==> src/hw/digipot_pkg.sv <==
package digipot_pkg;

   localparam int WIPER_W = 8;
   localparam int CHANNELS = 2;
   localparam int STORE_AW = 5;
   localparam int STORE_DEPTH = 32;
   localparam int TIMER_W = 21;

   localparam logic [WIPER_W-1:0] MIDSCALE = 8'h80;
   localparam logic [WIPER_W-1:0] FULL_SCALE = 8'hFF;
   localparam logic [WIPER_W-1:0] ZERO_SCALE = 8'h00;
   localparam logic [WIPER_W-1:0] ONE_STEP = 8'h01;

   // Seven-bit bus address: fixed upper part, then the two select pins
   localparam logic [4:0] BUS_ADDR_FIXED = 5'h0B;

   // Instruction byte fields
   localparam int INSTR_CMD_BIT = 7;
   localparam int INSTR_STORE_BIT = 5;
   localparam int CMD_CODE_MSB = 6;
   localparam int CMD_CODE_LSB = 3;
   localparam int REG_ADDR_MSB = 4;
   localparam int CMD_CH_MSB = 2;

   // Channel addresses inside both wiper and store spaces
   localparam logic [2:0] CH0_CMD_ADDR = 3'h1;
   localparam logic [2:0] CH1_CMD_ADDR = 3'h3;
   localparam logic [STORE_AW-1:0] CH0_ADDR = 5'h01;
   localparam logic [STORE_AW-1:0] CH1_ADDR = 5'h03;

   // Timing
   localparam int CLK_PERIOD_NS = 20;
   localparam int RESTORE_TIME_NS = 300_000;
   localparam int PROGRAM_TIME_NS = 26_000_000;
   localparam int RESTORE_CYCLES = (RESTORE_TIME_NS / CLK_PERIOD_NS < 1) ? 1 :
                                   RESTORE_TIME_NS / CLK_PERIOD_NS;
   localparam int PROGRAM_CYCLES = (PROGRAM_TIME_NS + CLK_PERIOD_NS - 1) / CLK_PERIOD_NS;

   typedef enum logic [3:0] {
      CMD_NOP = 4'h0,
      CMD_RESTORE = 4'h1,
      CMD_STORE = 4'h2,
      CMD_HALF = 4'h3,
      CMD_HALF_ALL = 4'h4,
      CMD_DEC = 4'h5,
      CMD_DEC_ALL = 4'h6,
      CMD_RESTORE_ALL = 4'h7,
      CMD_DOUBLE = 4'h8,
      CMD_DOUBLE_ALL = 4'h9,
      CMD_INC = 4'hA,
      CMD_INC_ALL = 4'hB
   } cmd_t;

   typedef enum logic [1:0] {
      ST_IDLE = 2'b00,
      ST_RESTORE = 2'b01,
      ST_PROGRAM = 2'b10
   } state_t;

endpackage

==> src/hw/digipot_sync.sv <==
`timescale 1ns/1ps
module digipot_sync #(
   parameter int W = 1
) (
   input wire logic i_ref_clk,
   input wire logic i_rst,
   input wire logic [W-1:0] i_d,
   output logic [W-1:0] o_q
);
   logic [W-1:0] meta_q;

   // Resets low so a floating protect pin reads as protected
   always_ff @(posedge i_ref_clk or posedge i_rst) begin
      if (i_rst) begin
         meta_q <= '0;
         o_q <= '0;
      end else begin
         meta_q <= i_d;
         o_q <= meta_q;
      end
   end
endmodule

==> src/hw/digipot_timer.sv <==
`timescale 1ns/1ps
module digipot_timer #(
   parameter int W = 21
) (
   input wire logic i_ref_clk,
   input wire logic i_rst,
   input wire logic i_start,
   input wire logic [W-1:0] i_count,
   output logic o_done
);
   logic [W-1:0] cnt_q;

   always_ff @(posedge i_ref_clk or posedge i_rst) begin
      if (i_rst) begin
         cnt_q <= '0;
      end else if (i_start) begin
         cnt_q <= i_count;
      end else if (cnt_q != '0) begin
         cnt_q <= cnt_q - W'(1);
      end
   end

   // Last cycle of the interval; no path from the start input back to done
   assign o_done = (cnt_q == W'(1));
endmodule

==> src/hw/digipot_ctrl.sv <==
`timescale 1ns/1ps
// Overview of operation
// - Wiper registers rewritable without limit, drive taps
// - Power-on loads wipers from nonvolatile store
// - Wipers start at midscale before restore
// - Restore takes about 300 microseconds
// - Store programming takes about 26 milliseconds
// - Direct store read leaves normal power
// - Code 2 stores addressed wiper
// - Code 1 restores addressed wiper
// - Code 7 restores all wipers
// - Codes 10/11 step up one/all
// - Codes 5/6 step down one/all
// - Codes 8/9 double one/all
// - Codes 3/4 halve one/all
// - Nine doublings from zero, eight halvings
// - Floating protect pin means protected
// - Protect pin high allows writes
// - Bus address 01011 plus select pins
// - Data line only pulled low, open drain
// - No address acknowledge while programming
// - Protection blocks writes, reads still work
// - Restore commands work under protection
// - Instruction MSB picks command or register
module digipot_ctrl
   import digipot_pkg::*;
#(
   parameter int RESTORE_CYCLES_P = digipot_pkg::RESTORE_CYCLES,
   parameter int PROGRAM_CYCLES_P = digipot_pkg::PROGRAM_CYCLES
) (
   input wire logic i_ref_clk,
   input wire logic i_rst,
   input wire logic i_wp_n,
   input wire logic i_addr_select_hi,
   input wire logic i_addr_select_lo,
   input wire logic i_addr_stb,
   input wire logic [7:0] i_addr_byte,
   input wire logic i_byte_stb,
   input wire logic [7:0] i_byte,
   input wire logic i_rd_stb,
   input wire logic i_stop,
   output logic o_ack,
   output logic o_sda_o,
   output logic o_sda_oe,
   output logic [digipot_pkg::WIPER_W-1:0] o_rd_data,
   output logic o_rd_valid,
   output logic [digipot_pkg::WIPER_W-1:0] o_wiper0,
   output logic [digipot_pkg::WIPER_W-1:0] o_wiper1,
   output logic o_busy,
   output logic o_store_read_active,
   output logic o_write_protected
);
   import digipot_pkg::*;

   logic [2:0] pins_s;
   logic wp_ok;
   logic boot_q;
   state_t state_q;
   state_t state_d;
   logic [CHANNELS-1:0] pend_q;
   logic [STORE_AW-1:0] prog_addr_q;
   logic [WIPER_W-1:0] prog_data_q;
   logic [WIPER_W-1:0] store_mem [STORE_DEPTH];
   logic sel_q;
   logic rd_mode_q;
   logic phase_q;
   logic [7:0] instr_q;
   logic [STORE_AW-1:0] ptr_q;
   logic timer_start;
   logic timer_done;
   logic addr_match;
   logic wr_byte;
   logic cmd_fire;
   logic data_fire;
   logic [3:0] code;
   logic [CHANNELS-1:0] ch_hit;
   logic [CHANNELS-1:0] op_mask;
   logic restore_go;
   logic prog_go;
   logic [STORE_AW-1:0] prog_addr_d;
   logic [WIPER_W-1:0] prog_data_d;
   logic [WIPER_W-1:0] rd_value;

   digipot_sync #(.W(3)) u_pin_sync (
      .i_ref_clk(i_ref_clk),
      .i_rst(i_rst),
      .i_d({i_wp_n, i_addr_select_hi, i_addr_select_lo}),
      .o_q(pins_s)
   );

   assign wp_ok = pins_s[2];

   digipot_timer #(.W(TIMER_W)) u_timer (
      .i_ref_clk(i_ref_clk),
      .i_rst(i_rst),
      .i_start(timer_start),
      .i_count((state_d == ST_RESTORE) ? TIMER_W'(RESTORE_CYCLES_P) :
               TIMER_W'(PROGRAM_CYCLES_P)),
      .o_done(timer_done)
   );

   function automatic logic [WIPER_W-1:0] step_wiper(input logic [3:0] c,
                                                     input logic [WIPER_W-1:0] v);
      logic [WIPER_W-1:0] r;
      r = v;
      case (c)
         CMD_INC, CMD_INC_ALL: r = (v == FULL_SCALE) ? FULL_SCALE : v + ONE_STEP;
         CMD_DEC, CMD_DEC_ALL: r = (v == ZERO_SCALE) ? ZERO_SCALE : v - ONE_STEP;
         CMD_DOUBLE, CMD_DOUBLE_ALL: begin
            // Zero goes to one, top bit set goes to full scale
            if (v == ZERO_SCALE) begin
               r = ONE_STEP;
            end else if (v[WIPER_W-1]) begin
               r = FULL_SCALE;
            end else begin
               r = {v[WIPER_W-2:0], 1'b0};
            end
         end
         CMD_HALF, CMD_HALF_ALL: r = {1'b0, v[WIPER_W-1:1]};
         default: r = v;
      endcase
      return r;
   endfunction

   // Bus side decode
   assign addr_match = (i_addr_byte[7:1] == {BUS_ADDR_FIXED, pins_s[1], pins_s[0]});
   assign wr_byte = i_byte_stb && sel_q && !rd_mode_q;
   assign cmd_fire = wr_byte && !phase_q && i_byte[INSTR_CMD_BIT];
   assign data_fire = wr_byte && phase_q && !instr_q[INSTR_CMD_BIT];
   assign code = i_byte[CMD_CODE_MSB:CMD_CODE_LSB];
   assign ch_hit = {i_byte[CMD_CH_MSB:0] == CH1_CMD_ADDR, i_byte[CMD_CH_MSB:0] == CH0_CMD_ADDR};

   always_comb begin
      op_mask = '0;
      case (code)
         CMD_HALF, CMD_DEC, CMD_DOUBLE, CMD_INC: op_mask = ch_hit;
         CMD_HALF_ALL, CMD_DEC_ALL, CMD_DOUBLE_ALL, CMD_INC_ALL: op_mask = '1;
         default: op_mask = '0;
      endcase
      if (!cmd_fire || !wp_ok) begin
         op_mask = '0;
      end
   end

   // Restore is allowed regardless of protection
   assign restore_go = cmd_fire && ((code == CMD_RESTORE && ch_hit != '0) ||
                                    code == CMD_RESTORE_ALL);

   always_comb begin
      prog_go = 1'b0;
      prog_addr_d = ptr_q;
      prog_data_d = i_byte;
      if (data_fire && instr_q[INSTR_STORE_BIT] && wp_ok) begin
         prog_go = 1'b1;
      end else if (cmd_fire && code == CMD_STORE && ch_hit != '0 && wp_ok) begin
         prog_go = 1'b1;
         prog_addr_d = ch_hit[1] ? CH1_ADDR : CH0_ADDR;
         prog_data_d = ch_hit[1] ? o_wiper1 : o_wiper0;
      end
   end

   always_comb begin
      state_d = state_q;
      unique case (state_q)
         ST_IDLE: begin
            if (boot_q || restore_go) begin
               state_d = ST_RESTORE;
            end else if (prog_go) begin
               state_d = ST_PROGRAM;
            end
         end
         ST_RESTORE: begin
            if (timer_done) begin
               state_d = ST_IDLE;
            end
         end
         ST_PROGRAM: begin
            if (timer_done) begin
               state_d = ST_IDLE;
            end
         end
         default: state_d = ST_IDLE;
      endcase
   end

   assign timer_start = (state_q == ST_IDLE) && (state_d != ST_IDLE);

   always_ff @(posedge i_ref_clk or posedge i_rst) begin
      if (i_rst) begin
         boot_q <= 1'b1;
         state_q <= ST_IDLE;
         o_busy <= 1'b0;
      end else begin
         boot_q <= 1'b0;
         state_q <= state_d;
         o_busy <= (state_d != ST_IDLE);
      end
   end

   // Channels waiting for a restore
   always_ff @(posedge i_ref_clk or posedge i_rst) begin
      if (i_rst) begin
         pend_q <= '1;
      end else if (state_q == ST_IDLE && restore_go) begin
         pend_q <= (code == CMD_RESTORE_ALL) ? '1 : ch_hit;
      end
   end

   always_ff @(posedge i_ref_clk or posedge i_rst) begin
      if (i_rst) begin
         prog_addr_q <= '0;
         prog_data_q <= '0;
      end else if (state_q == ST_IDLE && prog_go) begin
         prog_addr_q <= prog_addr_d;
         prog_data_q <= prog_data_d;
      end
   end

   // Erase and write land together at the end of the program interval
   always_ff @(posedge i_ref_clk) begin
      if (state_q == ST_PROGRAM && timer_done) begin
         store_mem[prog_addr_q] <= prog_data_q;
      end
   end

   // Wiper registers
   always_ff @(posedge i_ref_clk or posedge i_rst) begin
      if (i_rst) begin
         o_wiper0 <= MIDSCALE;
         o_wiper1 <= MIDSCALE;
      end else if (state_q == ST_RESTORE && timer_done) begin
         if (pend_q[0]) begin
            o_wiper0 <= store_mem[CH0_ADDR];
         end
         if (pend_q[1]) begin
            o_wiper1 <= store_mem[CH1_ADDR];
         end
      end else if (data_fire && !instr_q[INSTR_STORE_BIT] && wp_ok) begin
         if (ptr_q == CH0_ADDR) begin
            o_wiper0 <= i_byte;
         end
         if (ptr_q == CH1_ADDR) begin
            o_wiper1 <= i_byte;
         end
      end else begin
         if (op_mask[0]) begin
            o_wiper0 <= step_wiper(code, o_wiper0);
         end
         if (op_mask[1]) begin
            o_wiper1 <= step_wiper(code, o_wiper1);
         end
      end
   end

   // Transaction tracking
   always_ff @(posedge i_ref_clk or posedge i_rst) begin
      if (i_rst) begin
         sel_q <= 1'b0;
         rd_mode_q <= 1'b0;
         phase_q <= 1'b0;
         instr_q <= '0;
         ptr_q <= '0;
      end else if (i_addr_stb) begin
         sel_q <= addr_match && state_q == ST_IDLE && !boot_q;
         rd_mode_q <= i_addr_byte[0];
         phase_q <= 1'b0;
      end else if (i_stop) begin
         sel_q <= 1'b0;
      end else if (wr_byte && !phase_q) begin
         instr_q <= i_byte;
         phase_q <= 1'b1;
         if (!i_byte[INSTR_CMD_BIT]) begin
            ptr_q <= i_byte[REG_ADDR_MSB:0];
         end
      end else if (data_fire || (i_rd_stb && sel_q && rd_mode_q)) begin
         ptr_q <= ptr_q + STORE_AW'(1);
      end
   end

   // Acknowledge and open-drain data line
   always_ff @(posedge i_ref_clk or posedge i_rst) begin
      if (i_rst) begin
         o_ack <= 1'b0;
         o_sda_o <= 1'b0;
         o_sda_oe <= 1'b0;
      end else begin
         o_ack <= (i_addr_stb && addr_match && state_q == ST_IDLE && !boot_q) || wr_byte;
         o_sda_oe <= (i_addr_stb && addr_match && state_q == ST_IDLE && !boot_q) ||
                     wr_byte;
         o_sda_o <= 1'b0;
      end
   end

   always_comb begin
      rd_value = ZERO_SCALE;
      if (instr_q[INSTR_STORE_BIT]) begin
         rd_value = store_mem[ptr_q];
      end else if (ptr_q == CH0_ADDR) begin
         rd_value = o_wiper0;
      end else if (ptr_q == CH1_ADDR) begin
         rd_value = o_wiper1;
      end
   end

   // Reads work under protection
   always_ff @(posedge i_ref_clk or posedge i_rst) begin
      if (i_rst) begin
         o_rd_data <= '0;
         o_rd_valid <= 1'b0;
      end else begin
         o_rd_valid <= i_rd_stb && sel_q && rd_mode_q;
         if (i_rd_stb && sel_q && rd_mode_q) begin
            o_rd_data <= rd_value;
         end
      end
   end

   // Store read power state after a code 1 restore command (code 7 leaves it unchanged)
   always_ff @(posedge i_ref_clk or posedge i_rst) begin
      if (i_rst) begin
         o_store_read_active <= 1'b0;
         o_write_protected <= 1'b1;
      end else begin
         o_write_protected <= !wp_ok;
         if (cmd_fire && code == CMD_RESTORE && ch_hit != '0) begin
            o_store_read_active <= 1'b1;
         end else if (cmd_fire && code == CMD_NOP) begin
            o_store_read_active <= 1'b0;
         end
      end
   end

   // Helper: cycles spent in a busy state
   logic [TIMER_W-1:0] stay_q;
   always_ff @(posedge i_ref_clk or posedge i_rst) begin
      if (i_rst) begin
         stay_q <= '0;
      end else if (state_q == ST_IDLE) begin
         stay_q <= '0;
      end else begin
         stay_q <= stay_q + TIMER_W'(1);
      end
   end

   boot_mid_a: assert property (@(posedge i_ref_clk) disable iff (i_rst)
      boot_q |-> (o_wiper0 == MIDSCALE && o_wiper1 == MIDSCALE))
      else $error("wipers not midscale at boot");

   boot_restore_a: assert property (@(posedge i_ref_clk) disable iff (i_rst)
      boot_q |=> (state_q == ST_RESTORE) [*2])
      else $error("no restore after power-on");

   restore_time_a: assert property (@(posedge i_ref_clk) disable iff (i_rst)
      (state_q == ST_RESTORE && timer_done) |-> stay_q == TIMER_W'(RESTORE_CYCLES_P - 1))
      else $error("restore interval wrong");

   program_time_a: assert property (@(posedge i_ref_clk) disable iff (i_rst)
      (state_q == ST_PROGRAM && timer_done) |-> stay_q == TIMER_W'(PROGRAM_CYCLES_P - 1))
      else $error("program interval wrong");

   busy_nack_a: assert property (@(posedge i_ref_clk) disable iff (i_rst)
      (i_addr_stb && state_q != ST_IDLE) |=> !o_ack && !o_sda_oe)
      else $error("acknowledged while busy");

   protect_wr_a: assert property (@(posedge i_ref_clk) disable iff (i_rst)
      (data_fire && !wp_ok && state_q == ST_IDLE) |=> $stable(o_wiper0) && $stable(o_wiper1))
      else $error("wiper written under protection");

   inc_sat_a: assert property (@(posedge i_ref_clk) disable iff (i_rst)
      (cmd_fire && wp_ok && code == CMD_INC_ALL) |=>
      o_wiper0 == (($past(o_wiper0) == FULL_SCALE) ? FULL_SCALE : $past(o_wiper0) + ONE_STEP))
      else $error("increment wrong");

   halve_all_a: assert property (@(posedge i_ref_clk) disable iff (i_rst)
      (cmd_fire && wp_ok && code == CMD_HALF_ALL) |=>
      o_wiper1 == {1'b0, $past(o_wiper1[WIPER_W-1:1])})
      else $error("halving wrong");

   restore_power_a: assert property (@(posedge i_ref_clk) disable iff (i_rst)
      (cmd_fire && code == CMD_RESTORE && ch_hit != '0) |=> o_store_read_active ##1 o_busy)
      else $error("restore command state wrong");

   sda_low_a: assert property (@(posedge i_ref_clk) disable iff (i_rst)
      o_sda_oe |-> !o_sda_o && $past(i_addr_stb || i_byte_stb))
      else $error("data line driven without cause");

   restore_cmd_c: cover property (@(posedge i_ref_clk) disable iff (i_rst)
      restore_go && !wp_ok);
   program_done_c: cover property (@(posedge i_ref_clk) disable iff (i_rst)
      state_q == ST_PROGRAM && timer_done);
   read_back_c: cover property (@(posedge i_ref_clk) disable iff (i_rst)
      o_rd_valid);
endmodule

==> config.mk <==
export PLATFORM = sky130hd
export DESIGN_NAME = digipot_ctrl
export DESIGN_NICKNAME = d
export VERILOG_FILES = /design/src/hw/digipot_pkg.sv /design/src/hw/digipot_sync.sv /design/src/hw/digipot_timer.sv /design/src/hw/digipot_ctrl.sv
export SDC_FILE = /design/constraint.sdc
export NUM_CORES = 1
export LEC_CHECK = 0
export ABC_CLOCK_PERIOD_IN_PS = 8200
export BUFFER_PORTS_ARGS = -buffer_cell sky130_fd_sc_hd__buf_2
export CORE_UTILIZATION = 58
export DETAILED_ROUTE_END_ITERATION = 12
export PLACE_DENSITY = 0.75
export SETUP_SLACK_MARGIN = 0.02
export SYNTH_ARGS = -nofsm -noshare
export SYNTH_HDL_FRONTEND = slang
export SYNTH_HIERARCHICAL = 1
export SYNTH_SLANG_ARGS = --single-unit
==> constraint.sdc <==
create_clock -name i_ref_clk -period 8.2 [get_ports i_ref_clk]
set_input_delay 0.41 -clock i_ref_clk [delete_from_list [all_inputs] [get_ports i_ref_clk]]
set_output_delay 0.41 -clock i_ref_clk [all_outputs]
set_load 0.01 [all_outputs]
# Word-level counts from Yosys, hierarchy flattened
# Memories as Yosys holds them, arrays and structs flattened.
# Cells that the tools add are included.
# W data, S select, Z words.
# totals
register_bits,90
mem_bits_rw,256
inputBits,25
out_inout_bits,31
elab_cells,180
n_memories,1
# mem_list
memory,words,word_bits,rd,rd_ports_with_merged_regs,write_ports,line,rtl
store_mem,32,8,3,0,1,digipot_ctrl.sv:63,logic [WIPER_W-1:0] store_mem [STORE_DEPTH];
# op_classes
n_addsub,6
n_eq_ne,28
mux,53
bitwise,2
reduce_logical,69
# ops
op,n
$mux W8,24
$pmux W8 S4,2
$mux W21,3
$logic_and A1 B1 Y1,30
$mux W5,5
$eq A21 B1 Y1 const B,1
$reduce_bool A21 Y1,1
$sub A21 B1 Y21 const B,1
$add A8 B1 Y8 const B,2
$eq A4 B3 Y1 const B,4
$eq A4 B4 Y1 const B,4
$eq A8 B8 Y1 const B,2
$logic_not A8 Y1,2
$sub A8 B1 Y8 const B,2
$reduce_bool A2 Y1,7
$mux W2,6
$reduce_and A4 Y1,3
$mux W1,11
$reduce_or A2 Y1,5
$eq A4 B2 Y1 const B,2
$ne A2 B2 Y1 const B,4
$pmux W2 S2,2
$reduce_or A4 Y1,2
$eq A7 B6 Y1,1
18 further kinds,32

# Depth between registers and ports, before layout
# logic_depth
ltp_word,15
ltp_mapped,13
mapped_depth_nobuf,10

# Modules after synthesis
# The synthesis kept the hierarchy.
# by_module_without_submodules
mod,n_inst,cells_each,area_each_um2,seq_area_each_um2
digipot_ctrl,1,993,14385.0,9121.2
digipot_timer,1,159,1387.6,525.5
digipot_sync,1,7,153.9,150.1

# Worst setup path before layout
# OpenSTA, ideal clock, no wires.
# synth_path
path_type,register -> register
start,register u_timer.cnt_q[8]
end,register u_timer.cnt_q[20]
setup_ns,0.104
t_arrival_ns,3.031
required_time_ns,8.096
slack_ns,5.065
path_stages_with_launch,11
path_buffers,1
synth_period_minus_slack_ns,3.135
path_cell_list,dfrtp_1 -> nor4_1 -> nand4_1 -> clkbuf_1 -> nor4bb_1 -> nor2b_1 -> o22ai_1 -> nor2_1 -> o21a_1 -> or4_1 -> o311ai_1
# synth_via
elab_chain_len,6
elab_cells_between_ends,12
cone_classes,1 x add/sub; 2 x eq/ne; 5 x mux; 4 x reduce/logical
# synth_lines
item,line,rtl
"start, declared",digipot_timer.sv:11,logic [W-1:0] cnt_q;
"start signal, assigned",digipot_timer.sv:17,cnt_q <= i_count;
"start signal, assigned",digipot_timer.sv:19,cnt_q <= cnt_q - W'(1);
$eq A21 B1 Y1 *,digipot_timer.sv:24,assign o_done = (cnt_q == W'(1));
net timer_done,digipot_ctrl.sv:70,logic timer_done;
$mux W2 *,"digipot_ctrl.sv:173, digipot_ctrl.sv:178",
$pmux W2 S2 *,digipot_ctrl.sv:164,unique case (state_q)
net state_d[1],digipot_ctrl.sv:59,state_t state_d;
$reduce_bool A2 Y1 *,digipot_ctrl.sv:186,assign timer_start = (state_q == ST_IDLE) && (state_d != ST_IDLE);
$logic_and A1 B1 Y1 *,digipot_ctrl.sv:186,
net timer_start,digipot_ctrl.sv:69,logic timer_start;
$mux W21 / $reduce_bool A2 Y1 (equally long branches),n/a,
# Mark *: on every way through the listed nets, which the timed path passes. The rest lies on a longest branch. The select of a mux whose other input is x is not followed.
# A chain may end at the register's enable or synchronous reset.

# Worst setup path after layout
# layout_path
start,register u_timer.cnt_q[4]
end,register u_timer.cnt_q[16]
# Same word-level chain as after synthesis.

==> flow_summary.yaml <==
placed_design:
  dpl.hpwl_um: 24300
  port-buffer-count: 54
  place_congestion: 0.940
  place_inst: 1484
  placed_cell_area_mm2: 0.0163
routing:
  drc: 0
  wl_per_cell_um: 24.5
  vias: 10400
  ant_nets: 0
  drtIter0Drc: 1436
  firstDrtPassIters: 7
  wirelength_um: 37800
  via_per_inst: 6.75
clocking:
  clock_latency_ns: 0.58
  clk_path_buf_depth: 3
  cts_tree: "built"
  cts_buffers: 31
  root_buffer: "clkbuf_16"
  cts.repair.resized: 0
  cts.sinks: 340
  htree_num_levels: 1
  path_clk_slew_ns: 0.06
  post-cts-setup-buffer-count: 0
floorplanning:
  die_x_um: 168
  dieArea_mm2: 0.0281
  floorplan.initialDensity: 0.591
  coreArea_mm2: 0.0270
  die_h_um: 168
  io_pins: 56
  std_cell_rows: 60
sta:
  worstMarginPinSlew_ns: 1.29
  finClkSkew_ns: 0.0162
  period_minus_slack_ns: 5.43
  slew_violations: 0
  fmax_mhz: 184
  rsz0062_at_grt: "false"
  tns_ns: 0
  period_share: 0.662
  setup_violations: 0
  hold_viol: 0
  slew_headroom: 0.143
worst_setup_path:
  crit_end: "u_timer/cnt_q[16]"
  crit-reg2reg-launch: "u_timer/cnt_q[4]"
  cp-startpoint: "u_timer/cnt_q[4]"
  r2r_end: "u_timer/cnt_q[16]"
  r2r_slack_ns: 2.77
  end_kind: "flip-flop"
  cp_max_fo: 32
  required_ns: 8.58
  cp-start-kind: "flip-flop"
  worst-setup-path-type: "flip-flop to flip-flop"
  r2r_cells: 10
  critical_path_arrival_ns: 5.81
yosys:
  synthSimpleGateAreaFrac: 0.107
  netlist_area_mm2: 0.0159
  synth_cell_types: 90
  netlist_instances: 1159
  synth_top_family_by_area: "compound AO/OA/AOI/OAI gates"
  ys_async_sr_fraction: 0.247
  synthAdderAreaFrac: 0.0102
  synth_top_flop_cell: "edfxtp_1"
  synth_xor_area_frac: 0.00990
  synth_compound_area_frac: 0.115
  yosysWarnings: 6
  synth_seq_cells: 340
  avgSynthCellArea_um2: 13.7
  synth_edf_count: 256
  muxShareOfSynthArea: 0.112
  synth-seq-area-share: 0.615
final_layout:
  nNetsFinal: 1218
  fin_cells: 1546
  area_delta_synth_final_pct: 9.50
  drive_above_1_share: 0.185
  diodes: 0
  nFillCells: 1878
  finalInstanceArea_mm2: 0.0174
power:
  p_sw_frac: 0.201
  vdd_ir_drop_max_uv: 155
  power.share.clock: 0.437
  power.total_mw: 3.39
  p_sw_mw: 0.681
  comb_power_share: 0.021
  power.density_mw_per_mm2: 194
  p_int_mw: 2.71
  seqPwrFrac: 0.542
  leakagePower_nw: 5.15
global_route:
  grt_max_degree: 70
  antenna_found_initial: 0
  grt_pass1_wl_um: 58400
  first_global_vias: 9725
  grt_overflow: 0
  grtUsageTotal: 0.273
run:
  cap_violations: 0
status:
  status: "complete, no violations"
min_path:
  hp-class: "input port to flip-flop"
[cell families after synthesis]
kind of cell             after synthesis
adder cells (fa/ha/maj)               13
AO/OA/AOI/OAI                        270
AND/OR/NAND/NOR                      317
other                                  2
buffers and inverters                114
multiplexers                          85
flip-flops                           340
XOR/XNOR                              18
[synthesized netlist by cell type, drive strengths merged (6+ instances only)]
cell | count | area share
a21oi | 56 | 0.018
a221oi | 6 | 0.0033
a22oi | 29 | 0.014
a2bb2oi | 13 | 0.0071
a31oi | 19 | 0.0079
a32o | 10 | 0.0063
and2 | 6 | 0.0024
buf | 36 | 0.012
clkbuf | 48 | 0.011
dfrtp | 78 | 0.12
dfstp | 6 | 0.0099
edfxtp | 256 | 0.48
ha | 13 | 0.010
inv | 30 | 0.0071
mux2 | 8 | 0.0057
mux4 | 74 | 0.10
nand2 | 66 | 0.016
nand2b | 6 | 0.0024
nand3 | 15 | 0.0047
nand3b | 7 | 0.0033
nand4 | 14 | 0.0055
nor2 | 93 | 0.022
nor2b | 17 | 0.0067
nor3 | 24 | 0.0079
nor3b | 7 | 0.0036
nor4 | 11 | 0.0060
o211ai | 12 | 0.0057
o21a | 6 | 0.0028
o21ai | 55 | 0.018
o22ai | 14 | 0.0059
o311ai | 7 | 0.0038
o31ai | 8 | 0.0038
or3 | 10 | 0.0039
or4 | 6 | 0.0031
xnor2 | 10 | 0.0055
xor2 | 8 | 0.0044
[routing by layer]
layer | global-route usage | up-vias | routed length [um]
li1 | - | 4586 | -
met1 | 0.399 | 5221 | 15400
met2 | 0.429 | 542 | 18000
met3 | 0.0463 | 90 | 3400
met4 | 0.0726 | 0 | 994
met5 | 0 | - | 0
[power groups by stage]
| stage | sequential (mW) | combinational [mW] | clock [mW] |
|---|---|---|---|
| after CTS | 1.84 | 0.0703 | 1.50 |
| after detailed placement | 1.87 | 0.0686 | 0 |
| after floorplan | 1.87 | 0.0472 | 0 |
| final | 1.84 | 0.0715 | 1.48 |
| after global placement | 1.87 | 0.0682 | 0 |
| after global routing | 1.83 | 0.0781 | 1.56 |
[layout make-up]
| type | count | area, um^2 | area share |
|---|---|---|---|
| clock buffer | 44 | 880 | 0.0504 |
| clock inverter | 14 | 174 | 0.00997 |
| inverter | 30 | 113 | 0.00646 |
| multi-input combinational | 714 | 5700 | 0.327 |
| sequential | 340 | 9800 | 0.562 |
| tap | 341 | 427 | 0.0245 |
| timing repair buffer | 63 | 348 | 0.0199 |
[worst max-delay path: stages, from the launching register on]
cell and delay (ns):
dfrtp_1 0.45, nor4_2 0.87, nand4_1 0.89, nor4bb_1 1.06, nor2b_1 0.13, o22ai_1 0.26, nor2_1 0.10, o21a_1 0.56
inv_1 0.57, and4_1 0.26, a2111oi_0 0.06
[state kept, by name (all words and copies together) (netlist names), 2 cells and up]
signal,flops
store_mem,256
u_timer/cnt_q,21
o_rd_data,8
o_wiper0,8
o_wiper1,8
prog_data_q,8
prog_addr_q,5
ptr_q,5
u_pin_sync/meta_q,3
u_pin_sync/o_q,3
instr_q,2
pend_q,2
state_q,2
[how the worst min path moves through the flow]
stage	startpoint	to	slack (ns)	cells after the start
floorplan	i_rst	u_pin_sync/meta_q[0]	0.20	1
global placement	u_pin_sync/meta_q[0]	u_pin_sync/o_q[0]	0.33	0
detailed placement	u_pin_sync/meta_q[2]	u_pin_sync/o_q[2]	0.34	0
CTS	i_addr_stb	phase_q	0.04	2
global route	i_addr_stb	phase_q	0.05	2
finish	i_addr_stb	phase_q	0.05	2
[cells in the final DEF, fill, tap and decap left out, types with 18 or more instances in the layout]
| cell type | n |
|---|---|
| o21ai_0 | 46 |
| a31oi_1 | 18 |
| a21oi_1 | 55 |
| edfxtp_1 | 256 |
| buf_2 | 54 |
| dfrtp_1 | 76 |
| inv_1 | 29 |
| nor3_1 | 23 |
| nor2_1 | 92 |
| mux4_2 | 74 |
| nand2_1 | 66 |
| a22oi_1 | 29 |
| clkbuf_16 | 32 |
[per-stage QoR]
step                      worst slack, ns   util  hold WS, ns
final                                2.77  0.647       0.0500
after global routing                 2.19  0.647       0.0491
after CTS                            2.86  0.647       0.0420
after detailed placement             2.87  0.607        0.339
after global placement               3.12  0.607        0.334
after floorplan                      5.07      -        0.201
[what timing repair did]
action | 4_1_cts | 5_1_grt
endpoints found under the hold margin | 9 | 0
hold buffers | 4 | 0
endpoints found under the setup margin | 0 | 0
(Power assumes the default switching activity.)
